$ cat src/ladder_pkg.sv
// package: register map, field layout, reset values and timing constants for the ladder block
package ladder_pkg;
  localparam int unsigned ADDR_W = 4;
  // register byte offsets
  localparam logic [3:0] OFF_CTRL = 4'h0;
  localparam logic [3:0] OFF_REF = 4'h4;
  localparam logic [3:0] OFF_TIMING = 4'h8;
  localparam logic [3:0] OFF_SEGEN = 4'hc;
  // control register fields
  localparam int unsigned CTRL_MUX_LSB = 0;
  localparam int unsigned CTRL_WFT_BIT = 2;
  localparam int unsigned CTRL_ACT_BIT = 3;
  // reference control fields
  localparam int unsigned REF_EN_BIT = 0;
  localparam int unsigned REF_SRC_BIT = 1;
  localparam int unsigned REF_TIE_BIT = 2;
  localparam int unsigned REF_PIN_LSB = 3;
  localparam int unsigned REF_CST_LSB = 6;
  // timing register fields
  localparam int unsigned TIM_AT_LSB = 0;
  localparam int unsigned TIM_BP_LSB = 4;
  localparam int unsigned TIM_AP_LSB = 6;
  // reset values and write masks
  localparam logic [31:0] CTRL_RST = 32'h0000_0000;
  localparam logic [31:0] REF_RST = 32'h0000_0000;
  localparam logic [31:0] TIM_RST = 32'h0000_0000;
  localparam logic [31:0] SEGEN_RST = 32'h0000_0000;
  localparam logic [31:0] TIM_MASK = 32'h0000_00f7;
  localparam logic [31:0] REF_MASK = 32'h0000_01ff;
  localparam logic [31:0] CTRL_MASK = 32'h0000_000f;
  // slot lengths in 32 kHz clocks per waveform type
  localparam logic [4:0] SLOT_TYPE_A = 5'h0f;
  localparam logic [4:0] SLOT_TYPE_B = 5'h1f;
  // power codes
  localparam logic [1:0] PWR_OFF = 2'h0;
  localparam logic [1:0] PWR_LOW = 2'h1;
  localparam logic [1:0] PWR_MED = 2'h2;
  typedef enum logic [1:0] {
    PH_IDLE = 2'b00,
    PH_A = 2'b01,
    PH_B = 2'b11
  } phase_t;
endpackage

$ cat src/tick_sync.sv
// three-stage synchroniser and rising-edge pulse for the 32 kHz clock pin
`timescale 1ns/1ps
module tick_sync (
  input wire logic clk_i,
  input wire logic rst_i,
  input wire logic async_i,
  output logic rise_o
);
  logic [2:0] sync_r;
  logic [2:0] sync_nxt;
  logic level_r;
  logic level_nxt;
  logic rise_nxt;

  // first stage feeds only the second; a change counts once stages two and three agree
  always_comb begin
    sync_nxt = {sync_r[1:0], async_i};
    level_nxt = level_r;
    if (sync_r[1] == sync_r[2]) begin
      level_nxt = sync_r[2];
    end
    rise_nxt = level_nxt & ~level_r;
  end

  always_ff @(posedge clk_i) begin
    if (rst_i) begin
      sync_r <= 3'h0;
      level_r <= 1'b0;
      rise_o <= 1'b0;
    end else begin
      sync_r <= sync_nxt;
      level_r <= level_nxt;
      rise_o <= rise_nxt;
    end
  end
endmodule // tick_sync

$ cat src/ladder_pin_ctrl.sv
// top: bias ladder power sequencing, reference gating and segment/common pin control
`timescale 1ns/1ps
// How it works
// A-interval code sets clocks in mode A
// type A: B fills rest of 15
// type B: B fills rest of 31
// timing bit 3 always reads zero
// contrast field picks one of eight taps
// inactive module opens contrast ladder
// inactive module turns internal reference off
// reference source: io supply or 3x fixed
// no internal reference disables contrast control
// tie bit in mode B drops reference buffer
// fixed reference enabled automatically when needed
// three bias pins, independent enables, ladder stays
// multiplex field chooses active common lines
// active common overrides its direction bit
// software sets segment enable for segment drive
// segment enable overrides pin direction bit
// after reset all pins are plain I/O; the code keeps COM0 active as an output (multiplex code 0)
// B power field sets ladder power in B
module ladder_pin_ctrl #(
  parameter int unsigned SEG_N = 24
) (
  input wire logic clk_i,
  input wire logic rst_i,
  input wire logic lf_clk_i,
  input wire logic wb_cyc_i,
  input wire logic wb_stb_i,
  input wire logic wb_we_i,
  input wire logic [ladder_pkg::ADDR_W-1:0] wb_adr_i,
  input wire logic [3:0] wb_sel_i,
  input wire logic [31:0] wb_dat_i,
  output logic [31:0] wb_dat_o,
  output logic wb_ack_o,
  input wire logic [3:0] com_dir_i,
  input wire logic [SEG_N-1:0] seg_dir_i,
  output logic [1:0] ladder_power_o,
  output logic ladder_in_b_o,
  output logic [2:0] contrast_tap_select_o,
  output logic contrast_ladder_on_o,
  output logic internal_ref_on_o,
  output logic ref_from_fixed_o,
  output logic fixed_voltage_reference_en_o,
  output logic ref_buffer_on_o,
  output logic [2:0] external_bias_pins_en_o,
  output logic [3:0] common_active_o,
  output logic [3:0] com_dir_o,
  output logic [SEG_N-1:0] segment_drive_o,
  output logic [SEG_N-1:0] seg_dir_o
);
  logic [31:0] ctrl_r, ctrl_nxt;
  logic [31:0] ref_r, ref_nxt;
  logic [31:0] tim_r, tim_nxt;
  logic [SEG_N-1:0] segen_r, segen_nxt;
  logic [31:0] rdata_nxt;
  logic ack_nxt;
  logic tick;
  ladder_pkg::phase_t phase_r, phase_nxt;
  logic [4:0] cnt_r, cnt_nxt;
  logic [4:0] slot_len;
  logic [2:0] a_len;
  logic active;
  logic ref_en;
  logic [31:0] wmask;

  tick_sync tick_sync_inst (
    .clk_i(clk_i),
    .rst_i(rst_i),
    .async_i(lf_clk_i),
    .rise_o(tick)
  );

  // ---------------- wishbone slave: ack one cycle after request, dropped next cycle
  always_comb begin
    wmask = {{8{wb_sel_i[3]}}, {8{wb_sel_i[2]}}, {8{wb_sel_i[1]}}, {8{wb_sel_i[0]}}};
    ctrl_nxt = ctrl_r;
    ref_nxt = ref_r;
    tim_nxt = tim_r;
    segen_nxt = segen_r;
    rdata_nxt = 32'h0000_0000;
    ack_nxt = wb_cyc_i & wb_stb_i & ~wb_ack_o;
    if (ack_nxt) begin
      if (wb_adr_i == ladder_pkg::OFF_CTRL) begin
        rdata_nxt = ctrl_r;
        if (wb_we_i) begin
          ctrl_nxt = ((ctrl_r & ~wmask) | (wb_dat_i & wmask)) & ladder_pkg::CTRL_MASK;
        end
      end else if (wb_adr_i == ladder_pkg::OFF_REF) begin
        rdata_nxt = ref_r;
        if (wb_we_i) begin
          ref_nxt = ((ref_r & ~wmask) | (wb_dat_i & wmask)) & ladder_pkg::REF_MASK;
        end
      end else if (wb_adr_i == ladder_pkg::OFF_TIMING) begin
        rdata_nxt = tim_r;
        if (wb_we_i) begin
          // bit 3 is not stored so it always reads zero
          tim_nxt = ((tim_r & ~wmask) | (wb_dat_i & wmask)) & ladder_pkg::TIM_MASK;
        end
      end else if (wb_adr_i == ladder_pkg::OFF_SEGEN) begin
        rdata_nxt = 32'(segen_r);
        if (wb_we_i) begin
          // software writes one to make a pin a segment driver
          segen_nxt = SEG_N'(((32'(segen_r) & ~wmask) | (wb_dat_i & wmask)));
        end
      end else begin
        // unmapped offsets read zero and ignore writes, still acknowledged
        rdata_nxt = 32'h0000_0000;
      end
    end
  end

  always_ff @(posedge clk_i) begin
    if (rst_i) begin
      ctrl_r <= ladder_pkg::CTRL_RST;
      ref_r <= ladder_pkg::REF_RST;
      tim_r <= ladder_pkg::TIM_RST;
      segen_r <= SEG_N'(ladder_pkg::SEGEN_RST);
      wb_dat_o <= 32'h0000_0000;
      wb_ack_o <= 1'b0;
    end else begin
      ctrl_r <= ctrl_nxt;
      ref_r <= ref_nxt;
      tim_r <= tim_nxt;
      segen_r <= segen_nxt;
      wb_dat_o <= rdata_nxt;
      wb_ack_o <= ack_nxt;
    end
  end

  // ---------------- ladder A/B sequencer, counted in 32 kHz ticks
  always_comb begin
    active = ctrl_r[ladder_pkg::CTRL_ACT_BIT];
    a_len = tim_r[ladder_pkg::TIM_AT_LSB +: 3];
    // type A slot is 15 clocks, type B slot is 31
    slot_len = ctrl_r[ladder_pkg::CTRL_WFT_BIT] ? ladder_pkg::SLOT_TYPE_B
                                                 : ladder_pkg::SLOT_TYPE_A;
    phase_nxt = phase_r;
    cnt_nxt = cnt_r;
    // code 000 gives no A interval: the ladder stays in B for the whole slot
    if (!active) begin
      phase_nxt = ladder_pkg::PH_IDLE;
      cnt_nxt = 5'h00;
    end else if (tick) begin
      if (cnt_r >= slot_len - 5'h01) begin
        cnt_nxt = 5'h00;
      end else begin
        cnt_nxt = cnt_r + 5'h01;
      end
      // first a_len clocks of the slot in A, remainder in B
      phase_nxt = ({2'h0, a_len} > cnt_nxt) ? ladder_pkg::PH_A : ladder_pkg::PH_B;
    end else if (phase_r == ladder_pkg::PH_IDLE) begin
      phase_nxt = (a_len != 3'h0) ? ladder_pkg::PH_A : ladder_pkg::PH_B;
    end
  end

  always_ff @(posedge clk_i) begin
    if (rst_i) begin
      phase_r <= ladder_pkg::PH_IDLE;
      cnt_r <= 5'h00;
    end else begin
      phase_r <= phase_nxt;
      cnt_r <= cnt_nxt;
    end
  end

  // ---------------- reference, contrast and pin outputs, all registered
  always_comb begin
    ref_en = ref_r[ladder_pkg::REF_EN_BIT];
  end

  always_ff @(posedge clk_i) begin
    if (rst_i) begin
      ladder_power_o <= ladder_pkg::PWR_OFF;
      ladder_in_b_o <= 1'b0;
      contrast_tap_select_o <= 3'h0;
      contrast_ladder_on_o <= 1'b0;
      internal_ref_on_o <= 1'b0;
      ref_from_fixed_o <= 1'b0;
      fixed_voltage_reference_en_o <= 1'b0;
      ref_buffer_on_o <= 1'b0;
      external_bias_pins_en_o <= 3'h0;
      common_active_o <= 4'h0;
      com_dir_o <= 4'hf;
      segment_drive_o <= '0;
      seg_dir_o <= '1;
    end else begin
      // B power from its own field, A power from the A field
      if (phase_nxt == ladder_pkg::PH_B) begin
        ladder_power_o <= tim_r[ladder_pkg::TIM_BP_LSB +: 2];
      end else if (phase_nxt == ladder_pkg::PH_A) begin
        ladder_power_o <= tim_r[ladder_pkg::TIM_AP_LSB +: 2];
      end else begin
        ladder_power_o <= ladder_pkg::PWR_OFF;
      end
      ladder_in_b_o <= (phase_nxt == ladder_pkg::PH_B);
      contrast_tap_select_o <= ref_r[ladder_pkg::REF_CST_LSB +: 3];
      // contrast ladder open when inactive or no internal reference
      contrast_ladder_on_o <= active & ref_en;
      internal_ref_on_o <= active & ref_en;
      ref_from_fixed_o <= ref_r[ladder_pkg::REF_SRC_BIT];
      // fixed reference comes up on its own when the bias needs it
      fixed_voltage_reference_en_o <= active & ref_en & ref_r[ladder_pkg::REF_SRC_BIT];
      // buffer dropped in B when tied to the ladder switching
      ref_buffer_on_o <= active & ref_en & ref_r[ladder_pkg::REF_SRC_BIT]
                         & ~(ref_r[ladder_pkg::REF_TIE_BIT] & (phase_nxt == ladder_pkg::PH_B));
      // bias pins are independent and leave the ladder untouched
      external_bias_pins_en_o <= ref_r[ladder_pkg::REF_PIN_LSB +: 3];
      // static, 1/2, 1/3, 1/4 select commons 0, 0-1, 0-2, 0-3
      case (ctrl_r[ladder_pkg::CTRL_MUX_LSB +: 2])
        2'h0: common_active_o <= 4'h1;
        2'h1: common_active_o <= 4'h3;
        2'h2: common_active_o <= 4'h7;
        default: common_active_o <= 4'hf;
      endcase
      // an active common drives (dir 0 = output) regardless of its direction bit
      for (int i = 0; i < 4; i++) begin
        com_dir_o[i] <= (ctrl_r[ladder_pkg::CTRL_MUX_LSB +: 2] >= 2'(i)) ? 1'b0
                        : com_dir_i[i];
      end
      segment_drive_o <= segen_r;
      // segment enable overrides the direction bit
      seg_dir_o <= seg_dir_i & ~segen_r;
    end
  end

  // ---------------- assertions
  logic [5:0] a_run_r;
  always_ff @(posedge clk_i) begin
    // a new A-interval code restarts the run, so a shortened code is not blamed on the old run
    if (rst_i || phase_r != ladder_pkg::PH_A || tim_nxt != tim_r) begin
      a_run_r <= 6'h00;
    end else if (tick && a_run_r != 6'h3f) begin
      a_run_r <= a_run_r + 6'h01;
    end
  end

  a_len_a: assert property (@(posedge clk_i) disable iff (rst_i)
    a_run_r <= {3'h0, tim_r[2:0]})
    else $error("mode A held longer than the A-interval code");
  slot_wrap_a: assert property (@(posedge clk_i) disable iff (rst_i)
    active && tick && ctrl_nxt == ctrl_r |=> cnt_r < slot_len)
    else $error("slot counter ran past slot length");
  bit3_zero_a: assert property (@(posedge clk_i) disable iff (rst_i)
    wb_ack_o && $past(wb_adr_i) == ladder_pkg::OFF_TIMING |-> wb_dat_o[3] == 1'b0)
    else $error("timing bit 3 read as one");
  inactive_off_a: assert property (@(posedge clk_i) disable iff (rst_i)
    !active ##1 !active |-> !contrast_ladder_on_o && !internal_ref_on_o)
    else $error("ladder or reference on while module inactive");
  tie_buf_a: assert property (@(posedge clk_i) disable iff (rst_i)
    ref_r[ladder_pkg::REF_TIE_BIT] && phase_nxt == ladder_pkg::PH_B
      && $stable(ref_r) |=> !ref_buffer_on_o)
    else $error("reference buffer on during tied B interval");
  mux_com_a: assert property (@(posedge clk_i) disable iff (rst_i)
    !rst_i && $stable(ctrl_r)
      |=> common_active_o[0] && (common_active_o[3] == ($past(ctrl_r[1:0]) == 2'h3)))
    else $error("common usage does not match multiplex setting");
  seg_over_a: assert property (@(posedge clk_i) disable iff (rst_i)
    $stable(segen_r) |=> (seg_dir_o & $past(segen_r)) == '0)
    else $error("segment pin direction not overridden");
  b_power_a: assert property (@(posedge clk_i) disable iff (rst_i)
    !rst_i && phase_nxt == ladder_pkg::PH_B |=> ladder_power_o == $past(tim_r[5:4]))
    else $error("ladder power does not follow B field");
  reset_io_a: assert property (@(posedge clk_i)
    rst_i |=> segment_drive_o == '0)
    else $error("segment drive set after reset");

  cov_type_b_c: cover property (@(posedge clk_i) disable iff (rst_i)
    ctrl_r[2] && phase_r == ladder_pkg::PH_A ##1 phase_r == ladder_pkg::PH_B);
  cov_tie_c: cover property (@(posedge clk_i) disable iff (rst_i)
    ref_buffer_on_o ##1 !ref_buffer_on_o);
  cov_quad_c: cover property (@(posedge clk_i) disable iff (rst_i) common_active_o == 4'hf);
endmodule // ladder_pin_ctrl

$ cat config.mk
export PLATFORM = sky130hd
export DESIGN_NAME = ladder_pin_ctrl
export DESIGN_NICKNAME = d
export VERILOG_FILES = /design/src/ladder_pkg.sv /design/src/tick_sync.sv /design/src/ladder_pin_ctrl.sv
export SDC_FILE = /design/constraint.sdc
export NUM_CORES = 1
export LEC_CHECK = 0
export ABC_AREA = 1
export BUFFER_PORTS_ARGS = -buffer_cell sky130_fd_sc_hd__buf_2
export CORE_MARGIN = 2
export CORE_UTILIZATION = 49
export CTS_CLUSTER_DIAMETER = 60
export DETAILED_ROUTE_END_ITERATION = 8
export PLACE_DENSITY = 0.88
export SYNTH_ARGS = -nofsm -noshare
export SYNTH_HDL_FRONTEND = slang
export SYNTH_SLANG_ARGS = --single-unit
$ cat constraint.sdc
create_clock -name clk_i -period 2.55 [get_ports clk_i]
set_clock_uncertainty 0.1 [all_clocks]
set_input_delay 0.3825 -clock clk_i [delete_from_list [all_inputs] [get_ports clk_i]]
set_output_delay 0.3825 -clock clk_i [all_outputs]
set_load 0.05 [all_outputs]
[Word level (Yosys, flattened, before mapping)]
Index checks and enable logic that the tools add are counted.
Storage, ports and cells
  register bits after elaboration: 158
  bits in latches: 0
  memory bits (writable): 0
  bits in read-only memories: 0
  bits of input ports: 74
  output and inout port bits: 103
  logic and storage cells: 104
  memories: 0
Cells by class
  add/sub/neg operators: 2
  multiply operators: 0
  divide/modulo/power cells: 0
  $lt $le $gt $ge: 6
  equal/unequal tests: 8
  shift operators: 0
  multiplexer cells: 21
  bitwise gates (word level): 28
  reduce and logical (&&, ||, !) cells: 13
Operators with widths (count)
  24-bit AND: 3
  24-bit NOT: 2
  9-bit 2-to-1 mux: 3
  24-bit OR: 1
  5-bit 2-to-1 mux: 4
  2-bit 2-to-1 mux: 7
  4-bit one-hot mux with 3 select lines: 1
  9-bit AND: 1
  1-bit NOT: 9
  9-bit OR: 1
  8-bit AND: 1
  4-bit == test, second input constant: 2
  8-bit OR: 1
  1-bit AND: 7
  6-bit AND reduction: 1
  6-bit OR reduction: 1
  5-bit by 1-bit adder with 5-bit output, second input constant: 1
  5-bit greater-or-equal comparator: 1
  3-bit by 5-bit greater-than comparator with 1-bit output: 1
  1-bit 2-to-1 mux: 5
  5-bit AND reduction: 1
  5-bit OR reduction: 1
  5-bit by 1-bit subtractor with 5-bit output, second input constant: 1
  4-bit AND: 1
  15 further kinds: 21

[Depth between registers and ports, before layout]
  depth in word-level cells: 14
  gate-level depth with buffers: 17
  gate-level depth less buffers: 17

[Hierarchy]
From an unflattened synthesis, not the netlist that was laid out.
Second synthesis, totals
  cell total of the unflattened synthesis: 561
  area total of the unflattened synthesis: 4989.8 µm²
Modules (own cells, without submodules)
  ladder_pin_ctrl: times used 1, cells each 545, area each 4837.1 µm², seq. area each 2902.8 µm²
  tick_sync: times used 1, cells each 16, area each 152.6 µm², seq. area each 100.1 µm²

[Worst setup path after synthesis]
Ideal clock, no wire load.
  path kind: register -> register
  from: register cnt_r[0]
  to: register ref_buffer_on_o
  setup time: 0.115 ns
  arrival: 1.992 ns
  data required time: 2.335 ns
  path slack: 0.343 ns
  cell stages (with the launch flop): 17
  buffers on the path: 0
  cell sequence: dfxtp_1 > inv_1 > ha_1 > inv_1 > nand2_1 > nand3_1 > nand2_1 > or2_2 > ha_1 > nand3_1 > nand2_1 > nand2_1 > nor2_1 > nand3_1 > nand2_1 > o21ai_0 > inv_1
Between the ends
  longest elaborated chain between the ends: 12
Ends and longest elaborated chain
  start, declared: RTL line ladder_pin_ctrl.sv:60  | logic [4:0] cnt_r, cnt_nxt;
  start signal, assigned: RTL line ladder_pin_ctrl.sv:163  | cnt_r <= cnt_nxt;
  5-bit by 1-bit adder with 5-bit output / 5-bit greater-or-equal comparator (equally long branches): RTL line ladder_pin_ctrl.sv:148, ladder_pin_ctrl.sv:145
  5-bit 2-to-1 mux *: RTL line ladder_pin_ctrl.sv:145  | if (cnt_r >= slot_len - 5'h01) begin
  5-bit 2-to-1 mux *: RTL line ladder_pin_ctrl.sv:144  | end else if (tick) begin
  5-bit 2-to-1 mux *: RTL line ladder_pin_ctrl.sv:141  | if (!active) begin
  3-bit by 5-bit greater-than comparator with 1-bit output *: RTL line ladder_pin_ctrl.sv:151  | phase_nxt = ({2'h0, a_len} > cnt_nxt) ? ladder_pkg::PH_A : ladder_pkg::PH_B;
  2-bit 2-to-1 mux *: RTL line ladder_pin_ctrl.sv:151
  2-bit 2-to-1 mux *: RTL line ladder_pin_ctrl.sv:144
  2-bit 2-to-1 mux *: RTL line ladder_pin_ctrl.sv:141
  2-bit == test *: RTL line ladder_pin_ctrl.sv:206  | & ~(ref_r[ladder_pkg::REF_TIE_BIT] & (phase_nxt == ladder_pkg::PH_B));
  1-bit AND *: RTL line ladder_pin_ctrl.sv:206
  1-bit NOT *: RTL line ladder_pin_ctrl.sv:206
  1-bit AND *: RTL line ladder_pin_ctrl.sv:206
  end signal, assigned: RTL line ladder_pin_ctrl.sv:205  | ref_buffer_on_o <= active & ref_en & ref_r[ladder_pkg::REF_SRC_BIT]
  end, declared: RTL line ladder_pin_ctrl.sv:45  | output logic ref_buffer_on_o,
Every way passes the cells marked *; elsewhere a longest branch is shown, timed or not. The select of a mux whose other input is x is not followed.
A chain may end at the register's enable or synchronous reset.

==> impl_metrics.tcl <==
set metrics [dict create \
    cts.clk_slew.worst_paths_ps 70 \
    io_buffers 158 \
    core_area_um2 9820 \
    setup_ws_ps 189 \
    initial_utilization 0.507 \
    fill_cells 739 \
    grt_usage 0.248 \
    drtPass1Iterations 5 \
    cts_buffers 17 \
    p_per_area_nw_per_um2 774 \
    max-cap-violations 0 \
    status "completed" \
    route.met2.wl_um 6670 \
    antenna_found_initial 2 \
    intPower_mw 3.86 \
    clk_latency_ps 520 \
    yosysTopAreaCell "dfxtp_1" \
    nets 848 \
    drcViolationCount 0 \
    io_pins 177 \
    dp_slack_ps 216 \
    wl_um 13400 \
    drt_iter0_markers 215 \
    cp-start-kind "register" \
    max_freq_ghz 0.424 \
    yosysMostFrequentCell "dfxtp_1" \
    die_w_um 105 \
    m1WireLength_um 5240 \
    vdd_drop_max_mv 0.471 \
    power_frac_clock 0.480 \
    highest_layer "met5" \
    netlist.area_leader.share 0.604 \
    netSwitchingFraction 0.263 \
    gr-total-overflow 0 \
    hp-class "primary input to register" \
    setup_tns_ps 0 \
    place_congestion 0.847 \
    grt_pass1_vias 4534 \
    grt_max_degree 42 \
    ant_nets 0 \
    clockBufferDepth 2 \
    pwr-share-seq 0.455 \
    ys_types 29 \
    async_flop_share 0 \
    synthFlopType "dfxtp_1" \
    synth_edf_count 0 \
    ff2ff_setup_slack_ps 190 \
    p_leak_nw 3.14 \
    cts_tree "built" \
    cts-root-buf "clkbuf_8" \
    hold_viol 0 \
    worstSetupEndpointType "register" \
    cp.arrival_ps 2680 \
    dieArea_um2 11000 \
    required_ps 2860 \
    rsz0062_at_grt "false" \
    avgSynthCellArea_um2 8.64 \
    synth-seq-cells 150 \
    slew_violations 0 \
    num_vias 4520 \
    final_util 0.689 \
    setup_viol_count_final 0 \
    fin_crit_ps 2360 \
    crit_type "register to register" \
    yosysWarnings 0 \
    cp_max_fo 4 \
    yosys-top-cells-count "dfxtp_1 (150), nor2_1 (82), nand2_1 (79)" \
    htree_levels 4 \
    grt_pass1_wl_um 21600 \
    synth-seq-area-share 0.604 \
    wl_met3_um 1060 \
    die_y_um 105 \
    hold_slack_ps 15.7 \
    relSlewSlack 0.654 \
    switching_power_mw 1.38 \
    dp_hpwl_um 8750 \
    via_per_inst 4.94 \
    finalCritPeriodShare 0.926 \
    cts.sinks 150 \
    synthTopCellsByArea "dfxtp_1 (60%), nor2_1 (6.2%), nand2_1 (6.0%), inv_1 (5.3%), a21oi_1 (4.9%)" \
    netlist_instances 576 \
    rows 36 \
    tightestPinTransition_ps 518 \
    wire_per_inst_um 14.7 \
    syn2layout_area_growth_pct 36.0 \
    drive_gt1_frac 0.271 \
    p_comb_frac 0.066 \
    syn-cell-area_um2 4970 \
    cts_setup_buffers 0 \
]
cell usage in the layout (no fill, tap or decap), drive strengths merged, types with 4 or more instances in the layout:
master and instances:
nor3 12, o22ai 8, o21ai 56, dlygate4sd3 33, nand4 4, inv 83
clkbuf 17, nand2 81, nor2 85, buf 162, ha 6, conb 8
nand3 15, a21oi 49, dfxtp 150, clkinv 8
kinds of logic after synthesis:
group                      after synthesis  synth area share
AOI/OAI and AO/OA                      114             0.118
xor gates and xnor gates                 1           0.00176
adders and majority gates                6            0.0151
buffers and inverters                  106            0.0941
DFF                                    150             0.604
other                                    1          0.000754
and+or+nand+nor                        198             0.167
per-layer routing:
layer,vias up,global-route usage
li1,2189,-
met1,2042,0.283
met4,2,0.119
met3,42,0.0717
met2,245,0.426
met5,-,0
area by class of cell:
type                       count  area [um2]  area share
sequential                   150        3000       0.444
multi-input combinational    327        1530       0.226
timing repair buffer         195        1150       0.170
clock buffer                  17         414      0.0612
inverter                      77         289      0.0427
clock inverter                15         210      0.0311
tap                          133         166      0.0246
antenna                        1        2.50    0.000370
power by group through the flow:
| stage | Combinational (mW) | Clock [mW] | Sequential [mW] |
|---|---|---|---|
| global placement | 0.294 | 0 | 2.43 |
| floorplan | 0.109 | 0 | 2.53 |
| detailed placement | 0.299 | 0 | 2.43 |
| global route | 0.367 | 2.64 | 2.38 |
| finish | 0.345 | 2.51 | 2.38 |
| CTS | 0.342 | 2.55 | 2.38 |
worst max-delay path, cell delays in order (launching register included):
cell and delay (ps):
dfxtp_1 330, inv_1 60, ha_1 280, nand3_1 140, nand2_1 80, or2_2 300, ha_1 300, nand3_1 90
nand2_1 50, nand2_1 60, nor2_1 40, nand3_1 80, nand2_1 110, o21ai_0 160, inv_1 60
timing repair:
action | CTS | global route
hold endpoints to repair | 33 | 0
hold buffers | 33 | 0
resized for setup | 0 | 0
final timing paths:
check                                 from                       end  cells past startpoint
setup / recovery                  register           ref_buffer_on_o                     14
hold reg to reg   tick_sync_inst.sync_r[0]  tick_sync_inst.sync_r[1]                      2
hold / removal                wb_dat_i[19]                  register                      3
setup reg to reg                  register           ref_buffer_on_o                     14
per-stage QoR:
stage | instance area, um2 | cells | total power, mW
after floorplan | 5000 | 583 | 2.64
after global placement | 5810 | 849 | 2.73
after detailed placement | 5810 | 849 | 2.73
after CTS | 6760 | 914 | 5.27
after global routing | 6770 | 915 | 5.39
final | 6770 | 915 | 5.24
No activity file was read; power rests on OpenSTA's default activity.
